**config.mk**
```make
export PLATFORM = sky130hd
export DESIGN_NAME = pwc_channel
export DESIGN_NICKNAME = d
export VERILOG_FILES = /design/src/rtl/pwc_pkg.sv /design/src/rtl/pwc_channel.sv
export SDC_FILE = /design/constraint.sdc
export NUM_CORES = 1
export LEC_CHECK = 0
export BUFFER_PORTS_ARGS = -buffer_cell sky130_fd_sc_hd__buf_2
export CAP_MARGIN = 10
export CELL_PAD_IN_SITES_DETAIL_PLACEMENT = 0
export CELL_PAD_IN_SITES_GLOBAL_PLACEMENT = 1
export CORE_UTILIZATION = 44
export CTS_CLUSTER_SIZE = 14
export DETAILED_ROUTE_END_ITERATION = 7
export GPL_TIMING_DRIVEN = 1
export PLACE_DENSITY = 0.89
export SLEW_MARGIN = 20
export SYNTH_ARGS = -nofsm -noshare
export SYNTH_HDL_FRONTEND = slang
export SYNTH_SLANG_ARGS = --single-unit
export TNS_END_PERCENT = 20
```
**constraint.sdc**
```tcl
create_clock -name mclk -period 3.76 [get_ports mclk]
set_input_delay 0.752 -clock mclk [delete_from_list [all_inputs] [get_ports mclk]]
set_output_delay 0.752 -clock mclk [all_outputs]
set_load 0.03 [all_outputs]
```
**src/rtl/pwc_pkg.sv**
```systemverilog
// Package: constants for the PWM channel counter and period block
package pwc_pkg;
	localparam int unsigned PWC_CNT_W        = 8;
	localparam logic [7:0]  PWC_CNT_RST      = 8'h00;
	localparam logic [7:0]  PWC_PER_RST      = 8'h00;
	localparam logic [7:0]  PWC_DUTY_RST     = 8'h00;
	localparam logic        PWC_ALIGN_LEFT   = 1'b0;
	localparam logic        PWC_DIR_UP       = 1'b0;
	localparam logic        PWC_DIR_DOWN     = 1'b1;
endpackage

```
**src/rtl/pwc_channel.sv**
```systemverilog
// One PWM channel timebase: counter, buffered period and duty, output
`timescale 1ns/10ps
// Overview of operation
// RL1 - Each channel has its own period register setting its output period.
// RL2 - Period write takes effect at period end or on counter write; the code also loads it at once while the run bit is low.
// RL3 - Counter read returns current count without disturbing operation.
// RL4 - Counter write clears count, sets up, loads buffers, sets output.
// RL5 - Counter holds its value while the channel run bit is low.
// RL6 - On enable, counting resumes from the held counter value.
// RL7 - Disabled channel, period zero written: counter clears next tick.
// RL8 - Counter write while running starts a new period at once.
// RL9 - Counter clears when the effective period ends.
// RL10 - Align select bit zero picks left aligned output.
// RL11 - Left aligned mode counts upward only.
// RL12 - Left aligned: counter equal duty toggles the output flip-flop.
// RL13 - Left aligned: counter equal period resets counter, output, loads.
// RL14 - Left aligned counter runs 0 to period minus 1.
// RL15 - Software writes counter before enabling for a clean waveform.
// RL16 - Center aligned counts up 0 to period then down to 0.
// RL17 - Counter advances exactly one per selected clock tick.
module pwc_channel
	import pwc_pkg::*;
(
	// Clock and reset
	input  wire logic                     mclk,
	input  wire logic                     rst_n,
	// Selected clock source tick, one cycle wide
	input  wire logic                     clk_tick,
	// Control bits
	input  wire logic                     channel_run_bit,
	input  wire logic                     center_align_select,
	input  wire logic                     polarity,
	// Period and duty buffer writes
	input  wire logic                     per_wr,
	input  wire logic [pwc_pkg::PWC_CNT_W-1:0] per_wdata,
	input  wire logic                     duty_wr,
	input  wire logic [pwc_pkg::PWC_CNT_W-1:0] duty_wdata,
	// Counter write strobe, data ignored
	input  wire logic                     cnt_wr,
	// Status
	output logic [pwc_pkg::PWC_CNT_W-1:0] channel_count_reg,
	output logic [pwc_pkg::PWC_CNT_W-1:0] channel_period_reg,
	output logic                          count_dir_ff,
	output logic                          pwm_out
);
	import pwc_pkg::*;

	localparam int W = PWC_CNT_W;

	//----------------------------------------------------------------
	// Buffers and derived events
	//----------------------------------------------------------------
	logic [W-1:0] per_buf_ff;
	logic [W-1:0] duty_buf_ff;
	logic [W-1:0] duty_ff;
	logic [W-1:0] cnt_ff;
	logic         dir_ff;
	logic         out_ff;
	logic         zero_clr_ff;
	logic         step;
	logic         left_end;
	logic         ctr_top;
	logic         ctr_end;
	logic         period_end;

	// Counting only on the selected tick while running
	assign step = clk_tick && channel_run_bit; // RL17 RL5

	// Left aligned period ends at period minus one; zero period ends always
	assign left_end = (channel_period_reg == '0) ||
			  (cnt_ff == channel_period_reg - 8'h01); // RL14
	// Center aligned turns at period and ends back at zero going down
	assign ctr_top = (cnt_ff >= channel_period_reg);
	// Zero period never runs; period one ends at its top count
	assign ctr_end = (channel_period_reg == '0) ||
			 ((cnt_ff <= 8'h01) &&
			  (dir_ff == PWC_DIR_DOWN || ctr_top)); // RL16
	assign period_end = step && ((center_align_select == PWC_ALIGN_LEFT)
			  ? left_end : ctr_end); // RL10

	// Period and duty buffers take software writes at any time
	always_ff @(posedge mclk or negedge rst_n) begin
		if (!rst_n) begin
			per_buf_ff <= PWC_PER_RST;
			duty_buf_ff <= PWC_DUTY_RST;
		end else begin
			if (per_wr) begin
				per_buf_ff <= per_wdata; // RL1
			end
			if (duty_wr) begin
				duty_buf_ff <= duty_wdata;
			end
		end
	end

	// Active registers load from buffers; a disabled channel follows
	// writes at once, since no period is running to be torn
	always_ff @(posedge mclk or negedge rst_n) begin
		if (!rst_n) begin
			channel_period_reg <= PWC_PER_RST;
			duty_ff <= PWC_DUTY_RST;
		end else if (cnt_wr || period_end) begin
			channel_period_reg <= per_buf_ff; // RL2 RL4 RL13
			duty_ff <= duty_buf_ff;
		end else if (!channel_run_bit) begin
			channel_period_reg <= per_wr ? per_wdata : per_buf_ff;
			duty_ff <= duty_wr ? duty_wdata : duty_buf_ff;
		end
	end

	// Pending clear after a zero period write on a stopped channel.
	// A new write wins over a tick in the same cycle: that tick is
	// not yet the next one after the write.
	always_ff @(posedge mclk or negedge rst_n) begin
		if (!rst_n) begin
			zero_clr_ff <= 1'b0;
		end else if (per_wr && per_wdata == '0 && !channel_run_bit) begin
			zero_clr_ff <= 1'b1; // RL7
		end else if (cnt_wr || (zero_clr_ff && clk_tick)) begin
			zero_clr_ff <= 1'b0;
		end
	end

	//----------------------------------------------------------------
	// Counter and direction
	//----------------------------------------------------------------
	always_ff @(posedge mclk or negedge rst_n) begin
		if (!rst_n) begin
			cnt_ff <= PWC_CNT_RST;
			dir_ff <= PWC_DIR_UP;
		end else if (cnt_wr) begin
			cnt_ff <= PWC_CNT_RST; // RL4 RL8
			dir_ff <= PWC_DIR_UP;
		end else if (zero_clr_ff && clk_tick && !channel_run_bit) begin
			cnt_ff <= PWC_CNT_RST; // RL7
		end else if (period_end) begin
			cnt_ff <= PWC_CNT_RST; // RL9 RL13
			dir_ff <= PWC_DIR_UP;
		end else if (step) begin
			if (center_align_select == PWC_ALIGN_LEFT) begin
				cnt_ff <= cnt_ff + 8'h01; // RL11 RL6
				dir_ff <= PWC_DIR_UP;
			end else if (dir_ff == PWC_DIR_UP && ctr_top) begin
				cnt_ff <= cnt_ff - 8'h01; // RL16
				dir_ff <= PWC_DIR_DOWN;
			end else if (dir_ff == PWC_DIR_UP) begin
				cnt_ff <= cnt_ff + 8'h01; // RL16
			end else begin
				cnt_ff <= cnt_ff - 8'h01;
			end
		end
	end

	// Output flip-flop: polarity level at restart, toggled at duty match.
	// Center mode toggles on duty match in both directions.
	always_ff @(posedge mclk or negedge rst_n) begin
		if (!rst_n) begin
			out_ff <= 1'b0;
		end else if (cnt_wr || period_end) begin
			out_ff <= polarity; // RL4 RL13
		end else if (step && cnt_ff == duty_ff) begin
			out_ff <= ~out_ff; // RL12
		end
	end

	// Readback sees the live count; no side effect on reads
	assign channel_count_reg = cnt_ff; // RL3
	assign count_dir_ff = dir_ff;
	assign pwm_out = out_ff;

	//----------------------------------------------------------------
	// Assertions
	//----------------------------------------------------------------
	property p_hold;
		@(posedge mclk) disable iff (!rst_n)
		(!channel_run_bit && !cnt_wr && !zero_clr_ff) |=>
			(cnt_ff == $past(cnt_ff));
	endproperty
	a_hold: assert property (p_hold) else $error("count moved"); // RL5

	property p_cwr;
		@(posedge mclk) disable iff (!rst_n)
		cnt_wr |=> (cnt_ff == '0 && dir_ff == PWC_DIR_UP &&
			out_ff == $past(polarity) &&
			channel_period_reg == $past(per_buf_ff));
	endproperty
	a_cwr: assert property (p_cwr) else $error("counter write"); // RL4

	property p_step;
		@(posedge mclk) disable iff (!rst_n)
		(step && !cnt_wr && !period_end &&
		 center_align_select == PWC_ALIGN_LEFT) |=>
			(cnt_ff == $past(cnt_ff) + 8'h01);
	endproperty
	a_step: assert property (p_step) else $error("bad step"); // RL17

	property p_notick;
		@(posedge mclk) disable iff (!rst_n)
		(!clk_tick && !cnt_wr) |=> $stable(cnt_ff);
	endproperty
	a_notick: assert property (p_notick) else $error("no tick"); // RL17

	property p_end;
		@(posedge mclk) disable iff (!rst_n)
		(period_end && !cnt_wr) |=> (cnt_ff == '0 && out_ff == $past(polarity));
	endproperty
	a_end: assert property (p_end) else $error("period end"); // RL13

	property p_buf;
		@(posedge mclk) disable iff (!rst_n)
		(channel_run_bit && !cnt_wr && !period_end) |=>
			$stable(channel_period_reg);
	endproperty
	a_buf: assert property (p_buf) else $error("period tore"); // RL2

	property p_max;
		@(posedge mclk) disable iff (!rst_n)
		(center_align_select == PWC_ALIGN_LEFT && channel_run_bit &&
		 channel_period_reg != '0 && cnt_ff < channel_period_reg) |=>
			(cnt_ff < $past(channel_period_reg) ||
			 !$past(channel_run_bit) || $past(cnt_wr));
	endproperty
	a_max: assert property (p_max) else $error("past period"); // RL14

	property p_duty;
		@(posedge mclk) disable iff (!rst_n)
		(step && cnt_ff == duty_ff && !period_end && !cnt_wr) |=>
			(out_ff != $past(out_ff));
	endproperty
	a_duty: assert property (p_duty) else $error("no toggle"); // RL12

	property p_zero;
		@(posedge mclk) disable iff (!rst_n)
		(zero_clr_ff && clk_tick && !channel_run_bit) |=> (cnt_ff == '0);
	endproperty
	a_zero: assert property (p_zero) else $error("zero clear"); // RL7
endmodule

```
# After elaboration in Yosys (flattened, before gate mapping)
# Index checks and enable logic that the tools add are counted.
[totals]
inputBits = 25
out_inout_bits = 18
elab_cells = 66
regBits = 43
[classes]
magnitude_cmp = 2
n_mux = 24
bitwise = 2
n_eq_ne = 5
addsub = 3
n_reduce_logical = 22
[op_table]
columns = ["cell", "n"]
rows = [
  ["$mux 8", 13],
  ["$eq 8x8->1", 2],
  ["$logic_not 8->1", 2],
  ["$sub 8x1->8 const B", 2],
  ["$mux 1", 11],
  ["$logic_and 1x1->1", 9],
  ["$add 8x1->8 const B", 1],
  ["$ge 8x8->1", 1],
  ["$le 8x1->1 const B", 1],
  ["$logic_or 1x1->1", 5],
  ["$ne 4x1->1 const B", 1],
  ["$reduce_bool 2->1", 2],
  ["$reduce_bool 4->1", 1],
  ["$reduce_and 3->1", 1],
  ["$reduce_bool 3->1", 1],
  ["$ne 2x1->1 const B", 1],
  ["$ne 2x2->1 const B", 1],
  ["$not 1->1", 2],
  ["$logic_not 1->1", 1],
]

# Depth between registers and ports, before layout
# Gate-level depths: netlist of run 1.
[depth]
ltp_word = 9
ltp_mapped = 11
mapped_depth_nobuf = 9

# Worst setup path before layout of run 1
# OpenSTA, ideal clock, no wires.
[synth_timing]
kind = "flip-flop to flip-flop"
startpoint = "register cnt_ff[0], in the netlist channel_count_reg[0]"
endpoint = "register channel_period_reg[0] (netlist bit)"
t_arrival_ps = 2881
slack_ps = 754
setup_time_ps = 125
path_buffers = 2
stages_incl_launch_ff = 11
cell_sequence = "dfrtp_1 clkbuf_1 inv_1 ha_1 o21ai_0 a211oi_1 o21ai_2 o41a_1 a21oi_4 buf_6 mux2_4"
[synth_between]
elab_chain_len = 8
[synth_lines]
columns = ["item", "line", "source"]
rows = [
  ["from (decl)", "pwc_channel.sv:56", "logic [W-1:0] cnt_ff;"],
  ["from (signal assigned)", "pwc_channel.sv:141", "cnt_ff <= cnt_ff + 8'h01;"],
  ["from (signal assigned)", "pwc_channel.sv:144", "cnt_ff <= cnt_ff - 8'h01;"],
  ["from (signal assigned)", "pwc_channel.sv:147", "cnt_ff <= cnt_ff + 8'h01;"],
  ["$ge 8x8->1", "pwc_channel.sv:73", "assign ctr_top = (cnt_ff >= channel_period_reg);"],
  ["$logic_or 1x1->1", "pwc_channel.sv:77", "(dir_ff == PWC_DIR_DOWN || ctr_top));"],
  ["$logic_and 1x1->1", "pwc_channel.sv:76", "((cnt_ff <= 8'h01) &&"],
  ["$logic_or 1x1->1", "pwc_channel.sv:75", "assign ctr_end = (channel_period_reg == '0) ||"],
  ["$mux 1 *", "pwc_channel.sv:79", "? left_end : ctr_end);"],
  ["$logic_and 1x1->1 *", "pwc_channel.sv:78", "assign period_end = step && ((center_align_select == PWC_ALIGN_LEFT)"],
  ["$logic_or 1x1->1 *", "pwc_channel.sv:102", "end else if (cnt_wr || period_end) begin"],
  ["$ne 2x1->1 (no line) / $mux 8 (equally long branches)", "-", ""],
  ["to (signal assigned)", "pwc_channel.sv:103", "channel_period_reg <= per_buf_ff;"],
  ["to (signal assigned)", "pwc_channel.sv:106", "channel_period_reg <= per_wr ? per_wdata : per_buf_ff;"],
  ["to (decl)", "pwc_channel.sv:42", "output logic [pwc_pkg::PWC_CNT_W-1:0] channel_period_reg,"],
]
# Every way passes the cells marked *; elsewhere a longest branch is shown, timed or not.
# A chain may end at the register's enable or synchronous reset.

# Final worst setup path of run 1
[layout_timing]
startpoint = "register cnt_ff[0], in the netlist channel_count_reg[0]"
endpoint = "register duty_ff[4]"
[layout_between]
elab_chain_len = 8
[layout_lines]
columns = ["item", "line", "source"]
rows = [
  ["$ge 8x8->1", "pwc_channel.sv:73", ""],
  ["$logic_or 1x1->1", "pwc_channel.sv:77", ""],
  ["$logic_and 1x1->1", "pwc_channel.sv:76", ""],
  ["$logic_or 1x1->1", "pwc_channel.sv:75", ""],
  ["$mux 1 *", "pwc_channel.sv:79", ""],
  ["$logic_and 1x1->1 *", "pwc_channel.sv:78", ""],
  ["$logic_or 1x1->1 *", "pwc_channel.sv:102", ""],
  ["$ne 2x1->1 (no line) / $mux 8 (equally long branches)", "-", ""],
  ["to (signal assigned)", "pwc_channel.sv:104", "duty_ff <= duty_buf_ff;"],
  ["to (signal assigned)", "pwc_channel.sv:107", "duty_ff <= duty_wr ? duty_wdata : duty_buf_ff;"],
  ["to (decl)", "pwc_channel.sv:55", "logic [W-1:0] duty_ff;"],
]
# Marks and branches as above.

==> run_results.csv, run 1 <==
group,metric,value,unit
logic_synthesis,syn_inst,250,
clock_tree,cts.sinks,43,
die,die-area,6440,sq um
logic_synthesis,yosys_warnings,0,
power,p_leak,1.46,nW
die,core,5920,sq um
timing,min_period,3080,ps
job,cap_violations,0,
clock_tree,ctsHoldBuffers,0,
setup_path,ff2ff_path_depth,9,
logic_synthesis,ys_types,43,
die,start_util,45.5,%
worst_hold_path,hp-class,"primary input to asynchronous set/reset pin",
timing,tightest_slew,794,ps
drt,vias,2014,
logic_synthesis,synth_top_family_by_area,"multiplexers",
clock_tree,post_cts_resize_count,0,
timing,rsz0062_at_grt,"false",
power,powerDensity,439,nW/um^2
clock_tree,cts_tree,"built",
timing,finalSetupViolCount,0,
setup_path,start_kind,"flip-flop",
run_status,run_status,"finished, final reports clean",
setup_path,crit_arrival,3270,ps
placement,dp_hpwl,4280,microns
drt,drt_iter0_drc,101,
setup_path,end_kind,"flip-flop",
logic_synthesis,synth_top_area_share,39.9,%
clock_tree,insertion_delay,300,ps
logic_synthesis,synthXorXnorAreaFrac,8.45,%
final_layout,drive_above_1_share,32.2,%
logic_synthesis,yosys.area_share.simple,12.5,%
setup_path,cpMaxStageDelayCell,"dfrtp_1",
logic_synthesis,synth_fa_ha_area_share,5.57,%
die,num_rows,28,
grt,grt_usage,20.0,%
clock_tree,htreeDepth,2,
drt,wl,5790,microns
final_layout,areaGrowthSynthToFinish,14.4,%
drt,drtAntennaViolNets,0,
grt,grt_pass1_wl,9750,microns
logic_synthesis,synth_enable_flop_cells,0,
clock_tree,cts.path.max_buffers,2,
timing,min_period_over_period,82.0,%
timing,finalHoldViolations,0,
die,io_pins,43,
final_layout,final_nets,325,
timing,fin_skew,5.62,ps
clock_tree,cts.clk_slew.worst_paths,90,ps
setup_path,crit_required,3940,ps
timing,max_freq,324,MHz
timing,finalMaxSlewViolations,0,
logic_synthesis,synth_compound_area_share,8.08,%
grt,grt_pass1_vias,1925,
logic_synthesis,postSynthRegisterBits,43,
grt,grt.overflow.total,0,
logic_synthesis,ys_seq_area_share,39.9,%
grt,antenna_found_initial,0,
final_layout,antennaDiodeCount,0,
timing,max-slew-margin-rel,47.0,%
logic_synthesis,async_reset_ff_share,100,%
power,vdd_ir_drop_max,0.201,mV
drt,vias_per_cell,5.53,
logic_synthesis,synthFlopType,"dfrtp_1",
clock_tree,numCtsBuffers,5,
timing,fin_tns_setup,0,ps
logic_synthesis,synth_top_cell_by_area,"dfrtp_1",
logic_synthesis,synth.area.top_cells,"dfrtp_1 40%, mux2_2 11%, ha_1 5.6%",
placement,place.gp.congestion,0.860,
clock_tree,cts_root_buf,"clkbuf_8",
drt,routedWlPerCell,15.9,microns
logic_synthesis,syn_nets,287,
die,fp.dieH,80.2,microns
logic_synthesis,synthMuxAreaShare,20.8,%
grt,grt_max_degree,44,
logic_synthesis,synth_common_cells,"43 x dfrtp_1, 27 x mux2_2, 16 x xnor2_1",
clock_tree,postCtsSetupRepairBufs,0,
logic_synthesis,avgSynthCellArea,10.8,sq um
drt,first_pass_iters,4,
power,power,1.35,mW
placement,io_buffers,42,
setup_path,crit_path_max_fanout,23,
drt,drc,0,
setup_path,crit_type,"flip-flop to flip-flop",
logic_synthesis,synth_area,2690,sq um
logic_synthesis,yosysMostFrequentCell,"dfrtp_1",
setup_path,rrSetupSlack,680,ps
setup_path,max_stage_delay,590,ps
die,fp.dieW,80.2,microns
setup_path,worstPathCellList,"inv_1, ha_1, o21ai_0, a211oi_1, o21ai_2, o41a_1, a21oi_4, buf_4, mux2_2",
[through the flow]
step | instance area, sq um | utilization (%) | hold slack [ps] | std cells | worst slack, ps
CTS | 3060 | 51.7 | 501 | 363 | 634
floorplan | 2690 | - | 456 | 250 | 754
detailed placement | 2940 | 49.6 | 480 | 355 | 667
global placement | 2940 | 49.6 | 465 | 355 | 687
global route | 3080 | 52.0 | 403 | 364 | 470
finish | 3080 | 52.0 | 381 | 364 | 676
[placed cells by master, fill, tap and decap left out, types with 2 or more instances in the layout]
cell type | synthesis | final
dfrtp_1 | 43 | 43
mux2_1 | 4 | 4
and3_1 | 2 | 2
xor2_1 | 10 | 10
o21ai_0 | 3 | 3
a211oi_1 | 2 | 2
clkbuf_8 | 0 | 6
mux2_4 | 10 | 10
a21oi_1 | 11 | 11
nand3b_1 | 2 | 2
nand2_1 | 7 | 7
ha_1 | 12 | 12
mux2_2 | 27 | 27
buf_4 | 0 | 3
nor3_1 | 10 | 10
o31ai_1 | 3 | 3
nor2_1 | 15 | 15
inv_1 | 12 | 12
buf_2 | 2 | 42
nor4_1 | 5 | 5
mux2i_1 | 6 | 6
xnor2_1 | 16 | 16
or3_1 | 4 | 4
nand3_1 | 6 | 6
nand4_1 | 8 | 8
[metal layers]
metal  vias to the layer above  global-route usage (%)  share of wire, %
met4                         0                    7.86               1.3
met1                       976                    29.1                48
li1                        974                       -                 -
met5                         -                       0                 0
met3                         7                    2.84               4.8
met2                        57                    29.7                46
[final cells by class]
| type | count | area, sq um |
|---|---|---|
| clock buffers | 6 | 82.6 |
| clock inverters | 2 | 38.8 |
| fillers | 546 | 2840 |
| inverters | 12 | 45.0 |
| multi-input cells | 180 | 1490 |
| flip-flops and latches | 43 | 1080 |
| well taps | 75 | 93.8 |
| repair buffers | 46 | 253 |
[critical path: cells and delay by family, from the launching register on]
kind / cells / cell delay (ps)
buf+inv: 2 / 490
compound gates: 5 / 1180
fa+ha+maj: 1 / 320
flops: 1 / 590
mux: 1 / 380
[report_power, final]
group          total (mW)  switching, mW  internal [mW]
combinational       0.385          0.208          0.177
sequential          0.578         0.0608          0.518
clock               0.389          0.170          0.219
[cell families after synthesis]
family	count (synthesis)
mux	47
fa+ha+maj	12
xor+xnor	26
flops	43
buf+inv	27
compound gates	31
simple gates	64
[final timing paths]
path,startpoint,to
worst max register to register,channel_count_reg[0],duty_ff[4]
min in group mclk,duty_buf_ff[2],duty_ff[2]
worst max-delay path,channel_count_reg[0],duty_ff[4]
worst min register to register,duty_buf_ff[2],duty_ff[2]
worst min-delay path,rst_n,channel_period_reg[0]
max in group asynchronous,rst_n,duty_ff[4]
Power figures use the tool's default switching activity.
==> run 2: changes to the inputs <==
--- a/config.mk
+++ b/config.mk
@@ -5,15 +5,16 @@
 export SDC_FILE = /design/constraint.sdc
 export NUM_CORES = 1
 export LEC_CHECK = 0
+export ABC_AREA = 1
 export BUFFER_PORTS_ARGS = -buffer_cell sky130_fd_sc_hd__buf_2
 export CAP_MARGIN = 10
 export CELL_PAD_IN_SITES_DETAIL_PLACEMENT = 0
 export CELL_PAD_IN_SITES_GLOBAL_PLACEMENT = 1
-export CORE_UTILIZATION = 44
+export CORE_UTILIZATION = 37
 export CTS_CLUSTER_SIZE = 14
 export DETAILED_ROUTE_END_ITERATION = 7
 export GPL_TIMING_DRIVEN = 1
-export PLACE_DENSITY = 0.89
+export PLACE_DENSITY = 0.87
 export SLEW_MARGIN = 20
 export SYNTH_ARGS = -nofsm -noshare
 export SYNTH_HDL_FRONTEND = slang
==> constraint.sdc (replaced) <==
create_clock -name mclk -period 2.5 [get_ports mclk]
set_input_delay 0.5 -clock mclk [delete_from_list [all_inputs] [get_ports mclk]]
set_output_delay 0.5 -clock mclk [all_outputs]
set_load 0.03 [all_outputs]
==> run 2 against run 1 <==
Net effect:
- register-to-register slack lost 400 ps
- synthesized cell count up 72%
- clock skew rose by 6.9 ps
- synthesized area grew 8.3%
- design area is 10% higher
- non-clock buffer count grew 9
- sequential share of layout area is 3.2 points lower
- largest cell class unchanged
- routed wire length is 25% higher
- global-route usage shrank 1.4 points
- die area is 28% higher
- utilization down 7.9 points
==> run_results.csv, run 2 <==
group,metric,value,unit
power,vdd_ir_drop_max,0.318,mV
grt,grt_max_degree,36,
drt,wl,7240,microns
timing,tightest_slew,432,ps
grt,grt_pass1_wl,12300,microns
power,p_leak,1.86,nW
logic_synthesis,synth_common_cells,"162 x nand2_1, 57 x nand3_1, 49 x inv_1",
clock_tree,cts.sinks,43,
final_layout,areaGrowthSynthToFinish,16.4,%
grt,grt_usage,18.6,%
clock_tree,cts.path.max_buffers,2,
drt,vias_per_cell,4.73,
drt,first_pass_iters,4,
final_layout,drive_above_1_share,15.5,%
clock_tree,htreeDepth,2,
timing,max-slew-margin-rel,71.2,%
die,fp.dieH,90.8,microns
timing,finalSetupViolCount,0,
logic_synthesis,synth_top_cell_by_area,"dfrtp_1",
job,cap_violations,0,
logic_synthesis,synth_top_area_share,36.9,%
logic_synthesis,synthFlopType,"dfrtp_1",
timing,fin_skew,12.5,ps
die,fp.dieW,90.8,microns
setup_path,crit_required,2700,ps
clock_tree,cts_tree,"built",
drt,drc,0,
drt,vias,2739,
grt,grt_util_met3,3.54,%
setup_path,crit_path_max_fanout,17,
setup_path,cp_top_family,"simple AND/OR/NAND/NOR gates",
setup_path,crit_type,"flip-flop to flip-flop",
power,powerDensity,883,nW/um^2
logic_synthesis,synth_area,2920,sq um
logic_synthesis,postSynthRegisterBits,43,
final_layout,layout_common_cells,"162 x nand2_1, 57 x nand3_1, 48 x inv_1",
worst_hold_path,hp-class,"primary input to asynchronous set/reset pin",
timing,rsz0062_at_grt,"false",
setup_path,max_stage_delay,460,ps
grt,antenna_found_initial,0,
setup_path,cpMaxStageDelayCell,"dfrtp_2",
logic_synthesis,yosys_warnings,0,
final_layout,nFillCells,803,
drt,drt_iter0_drc,171,
logic_synthesis,synth.area.top_cells,"dfrtp_1 37%, nand2_1 21%, nand3_1 9.8%",
run_status,run_status,"finished, final reports clean",
setup_path,crit_arrival,2420,ps
final_layout,post-route-util,44.2,%
placement,place.gp.congestion,0.894,
grt,top_usage_layer,"met2",
die,start_util,38.0,%
final_layout,final_common_cell,"nand2_1",
clock_tree,cts.clk_slew.worst_paths,100,ps
logic_synthesis,ys_types,31,
grt,grt_pass1_vias,2560,
logic_synthesis,syn_nets,466,
clock_tree,cts_root_buf,"clkbuf_8",
timing,max_freq,450,MHz
die,io_pins,43,
die,core,7690,sq um
logic_synthesis,syn_inst,429,
grt,grt.overflow.total,0,
clock_tree,postCtsSetupRepairBufs,0,
logic_synthesis,async_reset_ff_share,100,%
setup_path,end_kind,"flip-flop",
timing,min_period,2220,ps
drt,routedWlPerCell,12.5,microns
setup_path,path_buf_inv,2,
logic_synthesis,avgSynthCellArea,6.80,sq um
setup_path,worst_path_most_repeated_cell,"nand2_1",
placement,dp_hpwl,5460,microns
die,num_rows,32,
drt,drtAntennaViolNets,0,
logic_synthesis,ys_seq_area_share,36.9,%
final_layout,antennaDiodeCount,0,
timing,min_period_over_period,88.9,%
clock_tree,insertion_delay,310,ps
setup_path,start_kind,"flip-flop",
clock_tree,numCtsBuffers,5,
timing,whs,62.3,ps
setup_path,worstPathCellList,"inv_2, ha_1, nor2_1, nand2_1, nor2_1, nand3_1, nor2_1, nand2_1, nor2_1, nand2_1, nand2_4, buf_4, nand3_1, nand2_1, nand2_1",
logic_synthesis,synth_enable_flop_cells,0,
timing,finalHoldViolations,0,
grt,grtUsageMet2,29.5,%
timing,fin_tns_setup,0,ps
timing,finalMaxSlewViolations,0,
logic_synthesis,yosysMostFrequentCell,"nand2_1",
final_layout,final_nets,513,
placement,io_buffers,42,
die,die-area,8240,sq um
grt,met1_usage,25.8,%
[run 2: changes by cell type after synthesis, sizes merged, moves of 5 or more]
cell,delta
a21oi,-11
inv,+39
mux2,-41
mux2i,-5
nand2,+158
nand3,+52
nand4,-5
nor2,+13
nor3,-7
o21ai,+19
xor2,-7
[run 2: cell type report]
type / count / area (sq um) / area share, %
Multi-Input combinational cell: 319 / 1570 / 46.1
Sequential cell: 43 / 1080 / 31.7
Timing Repair Buffer: 55 / 308 / 9.06
Inverter: 52 / 195 / 5.75
Tap cell: 102 / 128 / 3.76
Clock buffer: 6 / 82.6 / 2.43
Clock inverter: 2 / 38.8 / 1.14
[run 2: cells by family after synthesis]
kind of cell             after synthesis  synth area share, %
AND/OR/NAND/NOR                      262                 38.1
AO/OA/AOI/OAI                         28                 5.02
XOR/XNOR                              16                 4.80
flip-flops                            43                 36.9
multiplexers                           1                0.343
adder cells (fa/ha/maj)               12                 5.15
buffers and inverters                 67                 9.73
[run 2: power by group]
part | internal [mW] | switching [mW] | total [mW]
sequential | 0.823 | 0.131 | 0.955
clock | 0.329 | 0.274 | 0.603
combinational | 0.525 | 0.918 | 1.44
total | 1.68 | 1.32 | 3.00
[run 2: layer usage]
layer | up-vias | share of wire (%)
met1 | 1224 | 48
met5 | - | 0
met2 | 62 | 45
li1 | 1444 | -
met4 | 0 | 1.6
met3 | 9 | 5.3
[run 2: path summary, 6_finish.rpt]
kind | from | end | slack [ps] | cells past startpoint
min in group mclk | polarity | pwm_out | 430 | 3
worst max register to register | channel_count_reg[0] | duty_ff[7] | 280 | 15
worst max-delay path | channel_count_reg[0] | duty_ff[7] | 280 | 15
worst min register to register | zero_clr_ff | zero_clr_ff | 510 | 2
worst min-delay path | rst_n | duty_buf_ff[3] | 60 | 1
max in group asynchronous | rst_n | duty_buf_ff[6] | 1880 | 2
[run 2: what timing repair did]
item / 4_1_cts / 5_1_grt
hold buffers: 0 / 0
setup endpoints to repair: 0 / 22
resized for setup: 0 / 3
[run 2: worst reg2reg max path, stage by stage (launching register included)]
cell     delay [ps]
dfrtp_2         460
inv_2            90
ha_1            310
nor2_1          100
nand2_1          50
nor2_1           80
nand3_1          80
nor2_1          120
nand2_1          50
nor2_1           80
nand2_1         100
nand2_4         100
buf_4           230
nand3_1         100
nand2_1          90
nand2_1          50
[run 2: through the flow]
step | instances | setup WS, ps | total power [mW] | cell area [sq um]
floorplan | 429 | 305 | 2.01 | 2920
CTS | 579 | 71.5 | 3.01 | 3390
detailed placement | 571 | 95.2 | 2.40 | 3260
finish | 579 | 278 | 3.00 | 3400
global route | 579 | 7.49 | 3.24 | 3400
global placement | 571 | 141 | 2.38 | 3260
